===== src/pkg/jdb_regs.svh =====
// Operation
// - removal debounce 1, 5, 10, 20 ms
// - 3-pole latency 32 to 256 ms
// - 4-pole latency 64 to 512 ms
// - latency set by sense current ramp rate
// - insertion debounce 5 ms to 1 s
// - pause bit suspends periodic button checks
// - jack events still reported while paused
// - detection off means no jack events
// - code below first threshold: first key
// - else below second threshold: second key
// - 4-pole: periodic measurement at chosen interval
`ifndef JDB_REGS_SVH
`define JDB_REGS_SVH

// ****************************************
// register offsets and reset values
// ****************************************
`define JDB_ADDR_DEBLAT 8'hC7
`define JDB_ADDR_KEY1 8'hC8
`define JDB_ADDR_KEY2 8'hC9
`define JDB_ADDR_CTRL 8'hD0
`define JDB_ADDR_STAT 8'hD1
`define JDB_ADDR_EVT 8'hD2
`define JDB_ADDR_MASK 8'hD3
`define JDB_RST_DEBLAT 8'h34
`define JDB_RST_KEY1 8'h0A
`define JDB_RST_KEY2 8'h16
`define JDB_RST_CTRL 8'h06

// ****************************************
// timing
// ****************************************
`define JDB_CLK_NS 25
`define JDB_MS_NS 1000000
`define JDB_LAT_BASE_MS 32
`define JDB_RAMP_STEPS 256
`define JDB_RAMP_TOP 8'hFF
`define JDB_REM_MS_0 10'd1
`define JDB_REM_MS_1 10'd5
`define JDB_REM_MS_2 10'd10
`define JDB_REM_MS_3 10'd20
`define JDB_INS_MS_0 10'd5
`define JDB_INS_MS_1 10'd10
`define JDB_INS_MS_2 10'd20
`define JDB_INS_MS_3 10'd50
`define JDB_INS_MS_4 10'd100
`define JDB_INS_MS_5 10'd200
`define JDB_INS_MS_6 10'd500
`define JDB_INS_MS_7 10'd1000
`define JDB_INT_MS_0 10'd0
`define JDB_INT_MS_1 10'd2
`define JDB_INT_MS_2 10'd5
`define JDB_INT_MS_3 10'd10
`define JDB_INT_MS_4 10'd50
`define JDB_INT_MS_5 10'd100
`define JDB_INT_MS_6 10'd200
`define JDB_INT_MS_7 10'd500

`endif


===== src/pkg/jdb_pkg.sv =====
`default_nettype none
package jdb_pkg;
    typedef enum logic [1:0] {ST_OFF, ST_ABSENT, ST_DETECT, ST_PRESENT}
        jdb_state_type;

    typedef struct packed {
        logic [1:0] rem_deb;
        logic [1:0] rate;
        logic [2:0] ins_deb;
        logic pause;
    } jdb_deblat_type;

    typedef struct packed {
        logic [3:0] spare;
        logic [2:0] interval;
        logic enable;
    } jdb_ctrl_type;

    typedef struct packed {
        logic [1:0] spare;
        logic key_other;
        logic key2;
        logic key1;
        logic done;
        logic removal;
        logic insertion;
    } jdb_evt_type;
endpackage : jdb_pkg
`default_nettype wire


===== src/rtl/jdb_top.sv =====
`timescale 1ns/100ps
`default_nettype none
`include "jdb_regs.svh"

module jdb_top #(
    parameter int MS_CYCLES = `JDB_MS_NS / `JDB_CLK_NS
)
(
    // clocking
    input wire logic clock,
    input wire logic rst_b,
    input wire logic clk_en,
    // register port
    input wire logic [7:0] reg_addr,
    input wire logic [7:0] reg_wdata,
    input wire logic reg_wr,
    input wire logic reg_rd,
    output logic [7:0] reg_rdata,
    // analog side
    input wire logic jack_sense,
    input wire logic mic_present,
    output logic [7:0] mic_sense_current,
    // button measurement
    input wire logic [7:0] meas_code,
    input wire logic meas_valid,
    output logic meas_req,
    // interrupt
    output logic irq
);

    // ****************************************
    // sizes
    // ****************************************
    localparam int STEP_BASE =
        MS_CYCLES * `JDB_LAT_BASE_MS / `JDB_RAMP_STEPS;
    localparam int SW = $clog2(STEP_BASE * 8 + 1);
    localparam int PW = $clog2(MS_CYCLES + 1);

    if (STEP_BASE < 1)
    begin : g_bad_ms
        $error("MS_CYCLES too small for the ramp");
    end

    // ****************************************
    // lookup functions
    // ****************************************
    function automatic logic [9:0] rem_ms(input logic [1:0] sel);
        case (sel)
            2'h0: rem_ms = `JDB_REM_MS_0;
            2'h1: rem_ms = `JDB_REM_MS_1;
            2'h2: rem_ms = `JDB_REM_MS_2;
            default: rem_ms = `JDB_REM_MS_3;
        endcase
    endfunction : rem_ms

    function automatic logic [9:0] ins_ms(input logic [2:0] sel);
        case (sel)
            3'h0: ins_ms = `JDB_INS_MS_0;
            3'h1: ins_ms = `JDB_INS_MS_1;
            3'h2: ins_ms = `JDB_INS_MS_2;
            3'h3: ins_ms = `JDB_INS_MS_3;
            3'h4: ins_ms = `JDB_INS_MS_4;
            3'h5: ins_ms = `JDB_INS_MS_5;
            3'h6: ins_ms = `JDB_INS_MS_6;
            default: ins_ms = `JDB_INS_MS_7;
        endcase
    endfunction : ins_ms

    function automatic logic [9:0] int_ms(input logic [2:0] sel);
        case (sel)
            3'h0: int_ms = `JDB_INT_MS_0;
            3'h1: int_ms = `JDB_INT_MS_1;
            3'h2: int_ms = `JDB_INT_MS_2;
            3'h3: int_ms = `JDB_INT_MS_3;
            3'h4: int_ms = `JDB_INT_MS_4;
            3'h5: int_ms = `JDB_INT_MS_5;
            3'h6: int_ms = `JDB_INT_MS_6;
            default: int_ms = `JDB_INT_MS_7;
        endcase
    endfunction : int_ms

    // ****************************************
    // registers and state
    // ****************************************
    jdb_pkg::jdb_deblat_type deblat_r;
    jdb_pkg::jdb_ctrl_type ctrl_r;
    jdb_pkg::jdb_evt_type evt_r;
    jdb_pkg::jdb_evt_type mask_r;
    jdb_pkg::jdb_evt_type evt_set;
    jdb_pkg::jdb_state_type state_r;
    jdb_pkg::jdb_state_type state_nxt;
    logic [7:0] key1_thr_r;
    logic [7:0] key2_thr_r;
    logic [1:0] last_key_r;
    logic four_pole_r;
    logic pass_r;
    logic sense_meta_r;
    logic sense_sync_r;
    logic mic_meta_r;
    logic mic_sync_r;
    logic [PW-1:0] pre_r;
    logic [9:0] deb_ms_r;
    logic [9:0] int_cnt_r;
    logic [SW-1:0] step_r;
    logic [7:0] ramp_r;

    // ****************************************
    // register decode
    // ****************************************
    wire wr_deblat = reg_wr && (reg_addr == `JDB_ADDR_DEBLAT);
    wire wr_key1 = reg_wr && (reg_addr == `JDB_ADDR_KEY1);
    wire wr_key2 = reg_wr && (reg_addr == `JDB_ADDR_KEY2);
    wire wr_ctrl = reg_wr && (reg_addr == `JDB_ADDR_CTRL);
    wire wr_evt = reg_wr && (reg_addr == `JDB_ADDR_EVT);
    wire wr_mask = reg_wr && (reg_addr == `JDB_ADDR_MASK);

    wire [7:0] stat_word = {2'h0, last_key_r, deblat_r.pause,
        state_r == jdb_pkg::ST_DETECT, four_pole_r,
        state_r == jdb_pkg::ST_PRESENT};

    wire [7:0] rd_mux =
        (reg_addr == `JDB_ADDR_DEBLAT) ? deblat_r :
        (reg_addr == `JDB_ADDR_KEY1) ? key1_thr_r :
        (reg_addr == `JDB_ADDR_KEY2) ? key2_thr_r :
        (reg_addr == `JDB_ADDR_CTRL) ? ctrl_r :
        (reg_addr == `JDB_ADDR_STAT) ? stat_word :
        (reg_addr == `JDB_ADDR_EVT) ? evt_r :
        (reg_addr == `JDB_ADDR_MASK) ? mask_r : 8'h00;

    // ****************************************
    // millisecond tick
    // ****************************************
    // one shared prescaler: debounce and interval times are
    // exact to within one millisecond tick
    wire ms_tick = (pre_r == PW'(MS_CYCLES - 1));

    // ****************************************
    // jack debounce
    // ****************************************
    wire absent = (state_r == jdb_pkg::ST_ABSENT);
    wire in_jack = (state_r == jdb_pkg::ST_DETECT) ||
        (state_r == jdb_pkg::ST_PRESENT);
    wire deb_hit = absent ? sense_sync_r : !sense_sync_r;
    wire [9:0] deb_lim = absent ? ins_ms(deblat_r.ins_deb)
        : rem_ms(deblat_r.rem_deb);
    wire deb_done = deb_hit && (deb_ms_r > deb_lim);
    // insertion and removal watched even while paused
    wire ins_ev = absent && deb_done;
    wire rem_ev = in_jack && deb_done;

    // ****************************************
    // detection ramp
    // ****************************************
    // ramp step doubles with each rate code, so a full pass is
    // 32 ms shifted by the code
    wire [SW-1:0] step_lim = SW'(STEP_BASE) << deblat_r.rate;
    wire detecting = (state_r == jdb_pkg::ST_DETECT) && !rem_ev;
    wire step_wrap = detecting && (step_r == step_lim - SW'(1));
    wire pass_end = step_wrap && (ramp_r == `JDB_RAMP_TOP);
    // 3-pole ends after one pass 4-pole after two
    wire det_done = pass_end && (pass_r || !mic_sync_r);

    // ****************************************
    // periodic button check
    // ****************************************
    wire [9:0] int_lim = int_ms(ctrl_r.interval);
    // no checks while paused; the count restarts on resume and
    // the current settings are used from then on
    wire checking = (state_r == jdb_pkg::ST_PRESENT) && four_pole_r &&
        !deblat_r.pause && (int_lim != 10'h000) && !rem_ev;
    wire req_now = checking && ms_tick &&
        (int_cnt_r == int_lim - 10'h001);
    wire take_meas = checking && meas_valid;
    wire is_key1 = meas_code < key1_thr_r;
    wire is_key2 = !is_key1 && (meas_code < key2_thr_r);

    // ****************************************
    // state and events
    // ****************************************
    always_comb
    begin
        state_nxt = state_r;
        case (state_r)
            jdb_pkg::ST_OFF:
                state_nxt = jdb_pkg::ST_ABSENT;
            jdb_pkg::ST_ABSENT:
                if (ins_ev)
                    state_nxt = jdb_pkg::ST_DETECT;
            jdb_pkg::ST_DETECT:
                if (rem_ev)
                    state_nxt = jdb_pkg::ST_ABSENT;
                else if (det_done)
                    state_nxt = jdb_pkg::ST_PRESENT;
            jdb_pkg::ST_PRESENT:
                if (rem_ev)
                    state_nxt = jdb_pkg::ST_ABSENT;
            default:
                state_nxt = jdb_pkg::ST_OFF;
        endcase
        // disabled detection sees no jack events at all
        if (!ctrl_r.enable)
            state_nxt = jdb_pkg::ST_OFF;
    end

    always_comb
    begin
        evt_set = '0;
        evt_set.insertion = ins_ev && ctrl_r.enable;
        evt_set.removal = rem_ev && ctrl_r.enable;
        evt_set.done = det_done && ctrl_r.enable;
        evt_set.key1 = take_meas && is_key1;
        evt_set.key2 = take_meas && is_key2;
        evt_set.key_other = take_meas && !is_key1 && !is_key2;
    end

    // ****************************************
    // flip-flops
    // ****************************************
    always_ff @(posedge clock or negedge rst_b)
    begin
        if (!rst_b)
        begin
            sense_meta_r <= 1'b0;
            sense_sync_r <= 1'b0;
            mic_meta_r <= 1'b0;
            mic_sync_r <= 1'b0;
        end
        else if (clk_en)
        begin
            sense_meta_r <= jack_sense;
            sense_sync_r <= sense_meta_r;
            mic_meta_r <= mic_present;
            mic_sync_r <= mic_meta_r;
        end
    end

    always_ff @(posedge clock or negedge rst_b)
    begin
        if (!rst_b)
        begin
            deblat_r <= `JDB_RST_DEBLAT;
            key1_thr_r <= `JDB_RST_KEY1;
            key2_thr_r <= `JDB_RST_KEY2;
            ctrl_r <= `JDB_RST_CTRL;
            mask_r <= '0;
            evt_r <= '0;
            reg_rdata <= 8'h00;
            irq <= 1'b0;
        end
        else if (clk_en)
        begin
            if (wr_deblat)
                deblat_r <= reg_wdata;
            // thresholds are stored as written codes
            if (wr_key1)
                key1_thr_r <= reg_wdata;
            if (wr_key2)
                key2_thr_r <= reg_wdata;
            if (wr_ctrl)
                ctrl_r <= {4'h0, reg_wdata[3:0]};
            if (wr_mask)
                mask_r <= {2'h0, reg_wdata[5:0]};
            // a new event wins over a write-one clear
            evt_r <= (evt_r & ~(wr_evt ? reg_wdata : 8'h00)) | evt_set;
            reg_rdata <= reg_rd ? rd_mux : 8'h00;
            irq <= |(evt_r & mask_r);
        end
    end

    always_ff @(posedge clock or negedge rst_b)
    begin
        if (!rst_b)
        begin
            state_r <= jdb_pkg::ST_OFF;
            pre_r <= '0;
            deb_ms_r <= 10'h000;
            int_cnt_r <= 10'h000;
            meas_req <= 1'b0;
        end
        else if (clk_en)
        begin
            state_r <= state_nxt;
            pre_r <= ms_tick ? '0 : pre_r + PW'(1);
            if (!deb_hit || deb_done || state_r == jdb_pkg::ST_OFF)
                deb_ms_r <= 10'h000;
            else if (ms_tick)
                deb_ms_r <= deb_ms_r + 10'h001;
            if (!checking || req_now)
                int_cnt_r <= 10'h000;
            else if (ms_tick)
                int_cnt_r <= int_cnt_r + 10'h001;
            meas_req <= req_now;
        end
    end

    always_ff @(posedge clock or negedge rst_b)
    begin
        if (!rst_b)
        begin
            step_r <= '0;
            ramp_r <= 8'h00;
            pass_r <= 1'b0;
            four_pole_r <= 1'b0;
            last_key_r <= 2'h0;
            mic_sense_current <= 8'h00;
        end
        else if (clk_en)
        begin
            if (!detecting || step_wrap)
                step_r <= '0;
            else
                step_r <= step_r + SW'(1);
            if (!detecting)
                ramp_r <= 8'h00;
            else if (step_wrap)
                ramp_r <= ramp_r + 8'h01;
            if (ins_ev)
            begin
                pass_r <= 1'b0;
                four_pole_r <= 1'b0;
            end
            else if (pass_end && !pass_r && mic_sync_r)
            begin
                pass_r <= 1'b1;
                four_pole_r <= 1'b1;
            end
            if (ins_ev)
                last_key_r <= 2'h0;
            else if (take_meas)
                last_key_r <= is_key1 ? 2'h1 : (is_key2 ? 2'h2 : 2'h3);
            mic_sense_current <= detecting ? ramp_r : 8'h00;
        end
    end

endmodule : jdb_top
`default_nettype wire


===== config.mk =====
export PLATFORM = sky130hd
export DESIGN_NAME = jdb_top
export DESIGN_NICKNAME = d
export VERILOG_FILES = /design/src/pkg/jdb_pkg.sv /design/src/rtl/jdb_top.sv
export VERILOG_INCLUDE_DIRS = /design/src /design/src/pkg
export SDC_FILE = /design/constraint.sdc
export NUM_CORES = 1
export LEC_CHECK = 0
export ABC_AREA = 1
export BUFFER_PORTS_ARGS = -buffer_cell sky130_fd_sc_hd__buf_2
export CORE_MARGIN = 3
export CORE_UTILIZATION = 50
export CTS_CLUSTER_SIZE = 25
export DETAILED_ROUTE_END_ITERATION = 10
export PLACE_DENSITY_LB_ADDON = 0.05
export SLEW_MARGIN = 20
export SYNTH_ARGS = -nofsm -noshare
export SYNTH_HDL_FRONTEND = slang
export SYNTH_SLANG_ARGS = --single-unit
export TNS_END_PERCENT = 50

===== constraint.sdc =====
create_clock -name clock -period 2.66 [get_ports clock]
set_clock_uncertainty 0.1 [all_clocks]
set_input_delay 0 -clock clock [delete_from_list [all_inputs] [get_ports clock]]
set_output_delay 0 -clock clock [all_outputs]
set_load 0.005 [all_outputs]

After elaboration in Yosys (flattened, before gate mapping) --
Cells that the tools add are included.
Storage, ports and cells: register bits after elaboration 129, input port bits 32
Operators by class: shift-type cells 1, bitwise operators 4, multiplexer cells 35, order comparisons 3, add/subtract/negate cells 7, reduce and logical (&&, ||, !) cells 67, equal/unequal tests 32
Operators by type and width (count):
- $mux W8 | 11
- $pmux W10 S7 | 1
- $eq A8 B8 Y1 const B | 8
- $pmux W9 S7 | 1
- $mux W10 | 5
- $add A16 B1 Y16 const B | 2
- $mux W16 | 2
- $logic_and A1 B1 Y1 | 30
- $add A10 B1 Y10 const B | 2
- $reduce_and A2 Y1 | 10
- $eq A3 B3 Y1 const B | 6
- $eq A16 B16 Y1 | 1
- $eq A16 B16 Y1 const B | 1
- $lt A8 B8 Y1 | 2
- $mux W2 | 8
- $shl A13 B2 Y16 const A | 1
- $sub A16 B1 Y16 const B | 1
- $pmux W5 S3 | 1
- $eq A3 B2 Y1 const B | 4
- $eq A10 B10 Y1 | 1
- $gt A10 B10 Y1 | 1
- $logic_not A1 Y1 | 10
- $reduce_bool A10 Y1 | 1
- $sub A10 B1 Y10 const B | 1
- other kinds (20) | 38

Longest topological paths before layout --
Gate-level depths: netlist of the first run.
word-level depth 15, depth in mapped cells 21

Least setup slack after synthesis of the first run --
No wires, ideal clock.
path type register to register, start reg state_r[1], end reg ramp_r[6], cell stages (with the launch flop) 19, setup slack -0.015 ns, arrival 2.449 ns, cells stage by stage dfrtp_1 -> inv_1 -> ha_1 -> buf_4 -> o21ai_0 -> nand3_1 -> ha_1 -> nand2_1 -> nor2_1 -> nand3_1 -> nand3_1 -> nand3_2 -> nand2_2 -> inv_2 -> nand2_2 -> nand2_2 -> buf_2 -> nand2_1 -> o21ai_0
On the way: longest elaborated chain between the ends 10, elaborated cells between the ends (all ways) 15, classes of those cells order compare: 1; eq/ne: 4; mux: 3; reduce/logical: 7
RTL lines:
- start, declared | line jdb_top.sv:90 | jdb_pkg::jdb_state_type state_r;
- start signal, assigned | line jdb_top.sv:274 | state_r <= jdb_pkg::ST_OFF;
- start signal, assigned | line jdb_top.sv:282 | state_r <= state_nxt;
- $eq A2 B1 Y1 | line jdb_top.sv:140 | wire absent = (state_r == jdb_pkg::ST_ABSENT);
- $mux W10 | line jdb_top.sv:144 | wire [9:0] deb_lim = absent ? ins_ms(deblat_r.ins_deb)
- $gt A10 B10 Y1 | line jdb_top.sv:146 | wire deb_done = deb_hit && (deb_ms_r > deb_lim);
- $logic_and A1 B1 Y1 | line jdb_top.sv:146
- $logic_and A1 B1 Y1 | line jdb_top.sv:149 | wire rem_ev = in_jack && deb_done;
- $logic_not A1 Y1 | line jdb_top.sv:157 | wire detecting = (state_r == jdb_pkg::ST_DETECT) && !rem_ev;
- $logic_and A1 B1 Y1 * | line jdb_top.sv:157
- $logic_and A1 B1 Y1 | line jdb_top.sv:158 | wire step_wrap = detecting && (step_r == step_lim - SW'(1));
- $ne A2 B1 Y1 (no line)
- $reduce_and A2 Y1 (no line)
- end signal, assigned | line jdb_top.sv:316 | ramp_r <= ramp_r + 8'h01;
- end, declared | line jdb_top.sv:105 | logic [7:0] ramp_r;
Every way passes the cells marked *; elsewhere a longest branch is shown, timed or not. A chain may end at the register's enable or synchronous reset.

Final worst setup path of the first run --
start reg state_r[1], end reg last_key_r[1]
On the way: longest elaborated chain between the ends 10, elaborated cells between the ends (all ways) 19, classes of those cells order compare: 1; eq/ne: 3; mux: 3; reduce/logical: 12
RTL lines:
- $eq A2 B1 Y1 | line jdb_top.sv:140
- $mux W10 | line jdb_top.sv:144
- $gt A10 B10 Y1 | line jdb_top.sv:146
- $logic_and A1 B1 Y1 | line jdb_top.sv:146
- $logic_and A1 B1 Y1 | line jdb_top.sv:149
- $logic_not A1 Y1 | line jdb_top.sv:170 | !deblat_r.pause && (int_lim != 10'h000) && !rem_ev;
- $logic_and A1 B1 Y1 | line jdb_top.sv:170
- $logic_and A1 B1 Y1 | line jdb_top.sv:173 | wire take_meas = checking && meas_valid;
- $reduce_bool A2 Y1 (no line)
- $reduce_and A2 Y1 (no line)
- end signal, assigned | line jdb_top.sv:330 | last_key_r <= is_key1 ? 2'h1 : (is_key2 ? 2'h2 : 2'h3);
- end, declared | line jdb_top.sv:94 | logic [1:0] last_key_r;
Parallel ways exist; a longest one is shown, timed or not.

==> results.ini, run 1 <==
[routing]
antenna_left=0
drc=0
wirelength_mm=19.8
vias_per_cell=5.26
drt_first_iter_violations=458
drt-wirelength-per-cell_um=14.9
dr.pass1.iters=6
num_vias=6990

[run]
drv_cap=0

[hold_path]
hp-start=reg_wr
hold_class=in -> reg

[yosys]
syn_avg_cell_area_um2=7.55
synth_top_cell_area_share_pct=38.2
yosysUniqueCellTypes=45
ys_seq_area_share_pct=41.6
synth_seq_cells=129
yosys_most_used_dff=dfrtp_1
synth_nets=1105
mappedNetlistArea_um2=7800
synth_top_cell_by_area=dfrtp_1
yosysWarnings=0
synth_area_leaders=dfrtp_1, nand2_1, o21ai_0, inv_1, ha_1
async_flop_share_pct=100
synth_edf_count=0
netlist_instances=1033

[final_layout]
syn_to_final_growth_pct=20.3
final_area_um2=9380
antenna_cells=0
drive_above_1_share_pct=15.5
n_fill_cell=1383
nNetsFinal=1201
multiInputGateArea_um2=4070
final-seq-area_um2=3240

[sta]
period_share_pct=99.9
slew_viol_final=0
period_minus_slack_ns=2.66
rsz0062_at_grt=true
hold_viol=0
setup_viol=0
maxSlewHeadroom_pct=56.0
timing.fmax_mhz=376
finalSetupTns_ns=0
max_slew.worst_pin.slew_ns=0.660

[global_routing]
antenna_found_initial=0
grt_pass1_wl_mm=32.7
grtUsageTotal_pct=24.3
grt_pass1_vias=6512
overflow=0
grt_start_max_net_pins=68

[clock_network]
clkLatencyLatePin_ns=0.42
h-tree-depth=4
cts_sinks=129
clk_pin_slew_ns=0.06
cts_tree=done
cts_made_buffers=17
clk_root_buffer_cell=clkbuf_16
clockBufferDepth=2

[die]
io_pins=50
die_w_um=131
die_h_um=131
dieArea_um2=17100
rows=45
coreArea_um2=15200
start_util_pct=51.3

[setup_path]
setup.worst_path.end_class=register
worst-setup-path-type=reg -> reg
cp-startpoint=state_r[1]
worstPathMaxFanout=7
crit_required_ns=2.87
arrival_ns=2.87
start_kind=register
rr_startpoint=state_r[1]

[power_and_ir_drop]
power_mw=4.90
power_per_cell_area_nw_per_um2=522
leakage_nw=4.49
peakVddDrop_mv=0.444

[placed_design]
gp_congestion=0.897
placed_area_um2=8420
port_buffers=49
dpl.hpwl_mm=14.1

[status]
status=finished, final reports clean

## flip-flops by register name, indices dropped and copies added, names as in the netlist, 2 cells and up
| name | count |
|---|---|
| evt_r | 8 |
| deb_ms_r | 10 |
| ctrl_r | 4 |
| ramp_r | 8 |
| int_cnt_r | 10 |
| mask_r | 6 |
| reg_rdata | 8 |
| mic_sense_current | 8 |
| key2_thr_r | 8 |
| last_key_r | 2 |
| state_r | 2 |
| key1_thr_r | 8 |
| deblat_r | 8 |
| pre_r | 16 |
| step_r | 16 |
## layer usage
layer / global-route usage (%) / wire (um)
met1: 34.2 / 9580
met2: 38.6 / 9280
met3: 5.24 / 757
met4: 5.63 / 207
met5: 0 / 0
## cells in the mapped netlist (2+ instances only)
library cell,count
o21ai_1,4
nand2_1,274
nor2_2,3
o21bai_1,4
inv_1,136
a21oi_1,22
nor3_1,24
o21ai_0,105
nand3_1,69
ha_1,40
o221ai_1,2
or2_2,3
nor3_4,2
buf_2,4
dfrtp_1,119
a211oi_1,2
a41oi_1,2
o211ai_1,4
clkbuf_1,12
nand3b_1,5
o2111ai_1,2
nand4_1,23
o22ai_1,5
a21boi_0,2
xor2_1,31
nor2_1,80
dfstp_2,10
nor4_1,4
nand3_2,2
clkbuf_2,2
xnor2_1,10
buf_6,2
inv_2,5
nand2_2,5
o31ai_1,3
nor3_2,2
## cells in the final DEF, fill, tap and decap left out, types with 6 or more instances in the layout
cell             n
xnor2_1         10
nand2_1        266
nor3_2           6
clkbuf_16       17
nor3_1          19
o21ai_0         91
dfrtp_1        119
o21ai_1         15
nor2_1          76
nand2_2         10
nand3_1         66
buf_2           48
dfstp_2         10
ha_1            39
a21oi_1         21
xor2_1          31
inv_1          132
inv_2            7
dlygate4sd3_1   15
buf_4           29
nand4_1         23
## cells by family after synthesis
| kind of cell | Yosys count | share of synthesized area, % |
|---|---|---|
| flops | 129 | 41.6 |
| fa+ha+maj | 40 | 6.42 |
| compound gates | 161 | 11.5 |
| xor+xnor | 41 | 4.61 |
| buf+inv | 163 | 8.18 |
| simple gates | 499 | 27.7 |
## worst max-delay path, stage by stage, from the launching register on
cell	delay, ns
dfrtp_1	0.39
inv_2	0.08
ha_4	0.20
o21ai_1	0.08
o21bai_1	0.16
ha_1	0.33
nand2_2	0.10
inv_1	0.04
nand2_1	0.05
nand2_1	0.05
nand2_1	0.07
nand3_2	0.09
nand4_1	0.18
nand2_2	0.13
buf_6	0.17
nor2_4	0.11
nand2_4	0.08
nand3_1	0.08
nand2_1	0.05
## metrics by stage
| step | instances | hold slack (ns) | setup WS, ns | utilization (%) |
|---|---|---|---|---|
| 2_1_floorplan | 1033 | -0.396 | 0.0702 | - |
| 3_3_place_gp | 1277 | -0.0452 | -0.113 | 55.4 |
| 3_5_place_dp | 1277 | -0.0521 | -0.217 | 55.4 |
| 4_1_cts | 1327 | 0.00210 | -0.00909 | 60.6 |
| 5_1_grt | 1330 | 0.0163 | -0.206 | 61.7 |
| 6_report | 1330 | 0.0194 | 0.00363 | 61.7 |
## final cells by class
type | instances | area share, %
clock inverter | 9 | 1.11
timing repair buffer | 99 | 7.55
sequential | 129 | 34.5
tap | 188 | 2.51
multi-input combinational | 741 | 43.4
inverter | 141 | 5.72
clock buffer | 23 | 5.20
## power by group
part	internal (mW)	switching, mW	total, mW	leakage, nW
registers	2.04	0.0734	2.11	1.72
clock network	1.47	0.873	2.35	0.289
logic	0.167	0.269	0.436	2.49
## repair_timing
item,in CTS,in global routing
gates cloned,1,0
endpoints found under the hold margin,118,0
gates resized for setup,10,52
hold buffers,15,0
pin swaps,2,10
buffers inserted,2,3
setup endpoints to repair,47,54
## worst paths after layout
kind,endpoint,slack (ns),depth (start not counted)
worst min-delay path,evt_r[6],0.02,4
worst min register to register,sense_meta_r,0.38,2
worst max-delay path,last_key_r[1],0.004,18
min in group asynchronous,deb_ms_r[8],0.03,2
max in group asynchronous,pre_r[5],1.59,3
worst max register to register,last_key_r[1],0.004,18
Note: power is estimated with default switching activity, not from simulation.
==> run 2: changes to the inputs <==
clock period = 2.36 ns   (was 2.66 ns; I/O delays follow)
==> results.ini, run 2 (same netlist as run 1, synthesis figures left out) <==
[power_and_ir_drop]
power_mw=5.47  ; +12%
leakage_nw=4.54  ; +1.0%
power_per_cell_area_nw_per_um2=575  ; +10%
peakVddDrop_mv=0.507  ; +14%

[global_routing]
antenna_found_initial=0  ; unchanged
grt_pass1_wl_mm=32.5  ; -0.61%
grt_start_max_net_pins=57  ; -16%
use_met1_pct=33.6  ; -0.58 points
gr-max-usage-layer=met2
overflow=0  ; unchanged
grt_use_met3_pct=4.07  ; -1.2 points
met2_usage_pct=38.9  ; +0.36 points
grt_pass1_vias=6585  ; +1.1%
grtUsageTotal_pct=24.1  ; -0.23 points

[setup_path]
r2r_cells=18  ; unchanged
rr_startpoint=state_r[1]
cp_num_cells=18  ; unchanged
arrival_ns=2.79  ; -0.08 ns
cp_slowest_cell=dfrtp_1
crit_chain=inv_2 > ha_4 > inv_2 > nand2_1 > o221ai_1 > ha_1 > nand2_2 > inv_1 > nand2_1 > nand2_1 > nand2_1 > nand3_2 > nand4_1 > nand2_4 > o21ai_4 > buf_6 > nand2_1 > o21ai_1
max_stage_delay_ns=0.38  ; about the same
cp_common_cell=nand2_1
cp-startpoint=state_r[1]
path_delay_family=simple AND/OR/NAND/NOR gates
setup.worst_path.end_class=register
r2r_setup_slack_ns=-0.19  ; -0.19 ns
path_buf_inv=4  ; +1
crit_required_ns=2.60  ; -0.27 ns
start_kind=register
worst-setup-path-type=reg -> reg
worstPathMaxFanout=8  ; +1

[die]
die_h_um=131  ; unchanged
rows=45  ; unchanged
die_w_um=131  ; unchanged
dieArea_um2=17100  ; unchanged
io_pins=50  ; unchanged
start_util_pct=51.3  ; unchanged
coreArea_um2=15200  ; unchanged

[clock_network]
cts_tree=done
cts_sinks=129  ; unchanged
clkLatencyLatePin_ns=0.42  ; about the same
clk_root_buffer_cell=clkbuf_16
clockBufferDepth=2  ; unchanged
cts_made_buffers=17  ; unchanged
h-tree-depth=4  ; unchanged
clk_pin_slew_ns=0.06  ; about the same

[routing]
wirelength_mm=19.7  ; -0.67%
drc=0  ; unchanged
vias_per_cell=5.21  ; -0.96%
drt-wirelength-per-cell_um=14.6  ; -2.1%
num_vias=7027  ; +0.53%
dr.pass1.iters=5  ; -1
antenna_left=0  ; unchanged
drt_first_iter_violations=382  ; -17%

[final_layout]
nNetsFinal=1221  ; +1.7%
antenna_cells=0  ; unchanged
drive_above_1_share_pct=16.8  ; +1.3 points
final_common_cell=nand2_1
final_cell_mix=nand2_1, inv_1, dfrtp_1, o21ai_0, nor2_1
final_core_util_pct=62.6  ; +0.86 points
reg_top3=pre_r: 16 flops, step_r: 16 flops
n_fill_cell=1392  ; +0.65%
syn_to_final_growth_pct=22.0

[sta]
timing.fmax_mhz=392  ; +4.1%
period_minus_slack_ns=2.55  ; -0.105 ns
holdWs_ns=0.00758  ; -0.0118 ns
maxSlewHeadroom_pct=62.7  ; +6.7 points
slew_viol_final=0  ; unchanged
rsz0062_at_grt=true
setup_viol=42  ; +42
timing.final.ws_setup_ns=-0.191  ; -0.195 ns
max_slew.worst_pin.slew_ns=0.560  ; -0.101 ns
period_share_pct=108  ; +8.2 points
hold_viol=0  ; unchanged

[placed_design]
port_buffers=49  ; unchanged
dpl.hpwl_mm=14.3  ; +1.7%
post-place-ws_ns=-0.410  ; -0.194 ns
gp_congestion=0.907  ; +1.1%

[status]
status=complete, but fails checks
failed_checks=negative setup slack

[hold_path]
hold_class=in -> async

[run]
drv_cap=0  ; unchanged

==> run 2: cell types whose count changed in the layout (fill, tap and decap cells not counted), sizes merged <==
cell / before / now
inv: 142 / 143
clkinvlp: 2 / 3
buf: 84 / 101
dlygate4sd3: 15 / 17
clkinv: 4 / 3
==> run 2: final cells by class <==
type	count	area (um2)	share of cell area, %
multi-input combinational	741	4060	42.7
inverter	141	537	5.64
timing repair buffer	118	861	9.05
clock inverter	9	106	1.12
sequential	129	3240	34.1
tap	188	235	2.47
clock buffer	23	468	4.92
timing repair inverter	1	6.26	0.0658
==> run 2: what timing repair did <==
item                                    in CTS  in global routing
endpoints found under the setup margin      63                 63
hold endpoints to repair                   186                  0
hold buffers                                17                  0
buffers inserted                             4                  1
pin swaps                                   12                  7
resized for setup                           44                 15
gates cloned                                 2                  0
==> run 2: per-stage QoR <==
step	cell area, um2	TNS [ns]	std cells
after floorplan	7840	-2.80	1033
after global placement	8590	-12.13	1296
after detailed placement	8590	-17.13	1296
after CTS	9460	-3.94	1349
after global routing	9510	-16.00	1350
final	9510	-4.31	1350
==> run 2: path summary, 6_finish.rpt <==
| kind | end |
|---|---|
| max | int_cnt_r[6] |
| min | deb_ms_r[7] |
| max reg2reg | int_cnt_r[6] |
| min reg2reg | sense_meta_r |
| max in group asynchronous | ctrl_r[2] |
| min in group clock | evt_r[1] |
==> run 2: report_power, final <==
part	leakage, nW	switching [mW]	internal, mW	total (mW)
Sequential	1.72	0.0804	2.30	2.38
Combinational	2.55	0.301	0.198	0.498
Clock	0.274	0.983	1.61	2.59
==> run 2: layer usage <==
metal	share of wire [%]	wire length [um]
met5	0	0
met1	48	9420
met2	47	9230
met4	1.4	284
met3	3.9	761
==> run 3: changes to the inputs <==
GPL_TIMING_DRIVEN = 0   (was not set)
==> results.ini, run 3 (same netlist as run 1, synthesis figures left out) <==
[status]
status=complete, but fails checks
failed_checks=negative setup slack

[final_layout]
final_common_cell=nand2_1
nNetsFinal=1214  ; -0.57%
fin_cells=1343  ; -0.52%
drive_above_1_share_pct=19.0  ; +2.2 points
final_area_um2=9740  ; +2.4%
reg_top3=pre_r: 16 flops, step_r: 16 flops
final_cell_mix=nand2_1, inv_1, dfrtp_1, o21ai_0, nor2_1
syn_to_final_growth_pct=25.0
antenna_cells=0  ; unchanged
n_fill_cell=1342  ; -3.6%

[sta]
period_share_pct=117  ; +9.3 points
slew_viol_final=0  ; unchanged
timing.fmax_mhz=361  ; -7.9%
setup_viol=63  ; +50%
rsz0062_at_grt=true
maxSlewHeadroom_pct=55.4  ; -7.3 points
hold_viol=0  ; unchanged
max_slew.worst_pin.slew_ns=0.669  ; +0.109 ns
period_minus_slack_ns=2.77  ; +0.218 ns
finalSetupTns_ns=-15.43  ; -11.12 ns
timing.final.ws_setup_ns=-0.410  ; -0.218 ns

[power_and_ir_drop]
clockPowerShare_pct=45.3  ; -2.1 points
swShare_pct=25.0  ; +0.031 points
peakVddDrop_mv=0.500  ; -1.5%
p_seq_share_pct=44.7  ; +1.2 points
leakage_nw=4.58  ; +0.81%
power_per_cell_area_nw_per_um2=547  ; -4.8%
p_int_mw=4.00  ; -2.6%
power_frac_comb_pct=10.0  ; +0.9 points
power.switching_mw=1.33  ; -2.4%
power_mw=5.33  ; -2.5%

[routing]
wirelength_mm=20.6  ; +4.6%
drt_first_iter_violations=503  ; +32%
num_vias=7170  ; +2.0%
drt-wirelength-per-cell_um=15.3  ; +5.1%
dr.pass1.iters=5  ; unchanged
drc=0  ; unchanged
antenna_left=0  ; unchanged
vias_per_cell=5.34  ; +2.6%

[setup_path]
start_kind=register
crit_required_ns=2.61  ; about the same
arrival_ns=3.02  ; +0.23 ns
worstPathMaxFanout=8  ; unchanged
setup.worst_path.end_class=register
r2r_setup_slack_ns=-0.41  ; -0.22 ns
worst-setup-path-type=reg -> reg

[clock_network]
cts_tree=done
h-tree-depth=4  ; unchanged
clk_root_buffer_cell=clkbuf_16
clk_pin_slew_ns=0.06  ; about the same
cts_sinks=129  ; unchanged
clockBufferDepth=2  ; unchanged
clkLatencyLatePin_ns=0.41  ; about the same
cts_made_buffers=17  ; unchanged

[die]
start_util_pct=51.3  ; unchanged
rows=45  ; unchanged
coreArea_um2=15200  ; unchanged
die_w_um=131  ; unchanged
die_h_um=131  ; unchanged
dieArea_um2=17100  ; unchanged
io_pins=50  ; unchanged

[global_routing]
grt_pass1_wl_mm=33.9  ; +4.3%
grt_start_max_net_pins=70  ; +23%
grtUsageTotal_pct=25.2  ; +1.1 points
antenna_found_initial=0  ; unchanged
grt_pass1_vias=6723  ; +2.1%
overflow=0  ; unchanged

[placed_design]
dp.cells=1271  ; -1.9%
placed_area_um2=8360  ; -2.8%
dpl.hpwl_mm=14.6  ; +2.2%
gp_congestion=0.895  ; -1.3%
port_buffers=49  ; unchanged

[run]
drv_cap=0  ; unchanged

[hold_path]
hold_class=in -> async

run 3: changes by cell type in the layout (fill, tap and decap cells not counted), sizes merged:
cell / delta
buf: -19
clkbuf: +14
clkinv: +4
clkinvlp: -3
inv: -2
bufinv: -1
run 3: worst paths after layout:
| kind | start | endpoint | cells past startpoint |
|---|---|---|---|
| worst min-delay path | rst_b | deb_ms_r[5] | 2 |
| worst max-delay path | state_r[1] | int_cnt_r[2] | 14 |
| worst min register to register | reg_rdata[3] | reg_rdata[3] | 2 |
| worst max register to register | state_r[1] | int_cnt_r[2] | 14 |
| min in group clock | reg_addr[4] | mask_r[1] | 6 |
| max in group asynchronous | rst_b | ctrl_r[1] | 3 |
run 3: area by class of cell:
cell class	count	area [um2]	share of cell area, %
plain buffers	19	139	1.43
clock buffers	24	472	4.84
clock inverters	8	65.1	0.668
inverters	141	544	5.59
multi-input cells	741	4310	44.3
flip-flops and latches	129	3240	33.3
well taps	188	235	2.41
repair buffers	93	733	7.53
run 3: through the flow:
step / hold slack [ns] / setup slack, ns / utilization, %
floorplan: -0.396 / -0.147 / -
global placement: 0.0978 / -0.651 / 54.7
detailed placement: -0.123 / -0.676 / 55.0
CTS: 0.00367 / -0.354 / 62.1
global route: 0.0653 / -0.535 / 64.1
finish: 0.0235 / -0.410 / 64.1
run 3: what timing repair did:
action | 4_1_cts | 5_1_grt
pin swaps | 14 | 17
endpoints found under the setup margin | 64 | 67
hold buffers | 17 | 0
buffers inserted | 14 | 8
resized for setup | 83 | 53
hold endpoints to repair | 173 | 0
cloned | 3 | 1
run 3: routing by layer:
metal	wire length (um)	track usage [%]	part of all wire, %	vias to the layer above
li1	-	-	-	3600
met1	9790	35.4	48	3414
met2	9730	39.7	47	132
met3	729	4.96	3.5	24
met4	345	7.08	1.7	0
met5	0	0	0	-
run 3: worst max-delay path, cell delays in order, from the launching register on:
cell      delay, ns
dfrtp_1        0.40
inv_2          0.09
ha_4           0.22
o21ai_1        0.08
o21bai_1       0.17
ha_1           0.32
nand2_2        0.09
nor2_4         0.09
nand4_1        0.21
nand4_1        0.25
nand2_4        0.12
o21ai_4        0.27
buf_6          0.17
nand2_2        0.05
o21ai_2        0.05
run 3: power by group through the flow:
stage / Combinational (mW) / Clock, mW / Sequential [mW]
final: 0.532 / 2.41 / 2.38
after CTS: 0.511 / 2.47 / 2.38
after global routing: 0.608 / 2.58 / 2.40
after floorplan: 0.281 / 0 / 2.40
after detailed placement: 0.450 / 0 / 2.41
after global placement: 0.438 / 0 / 2.41
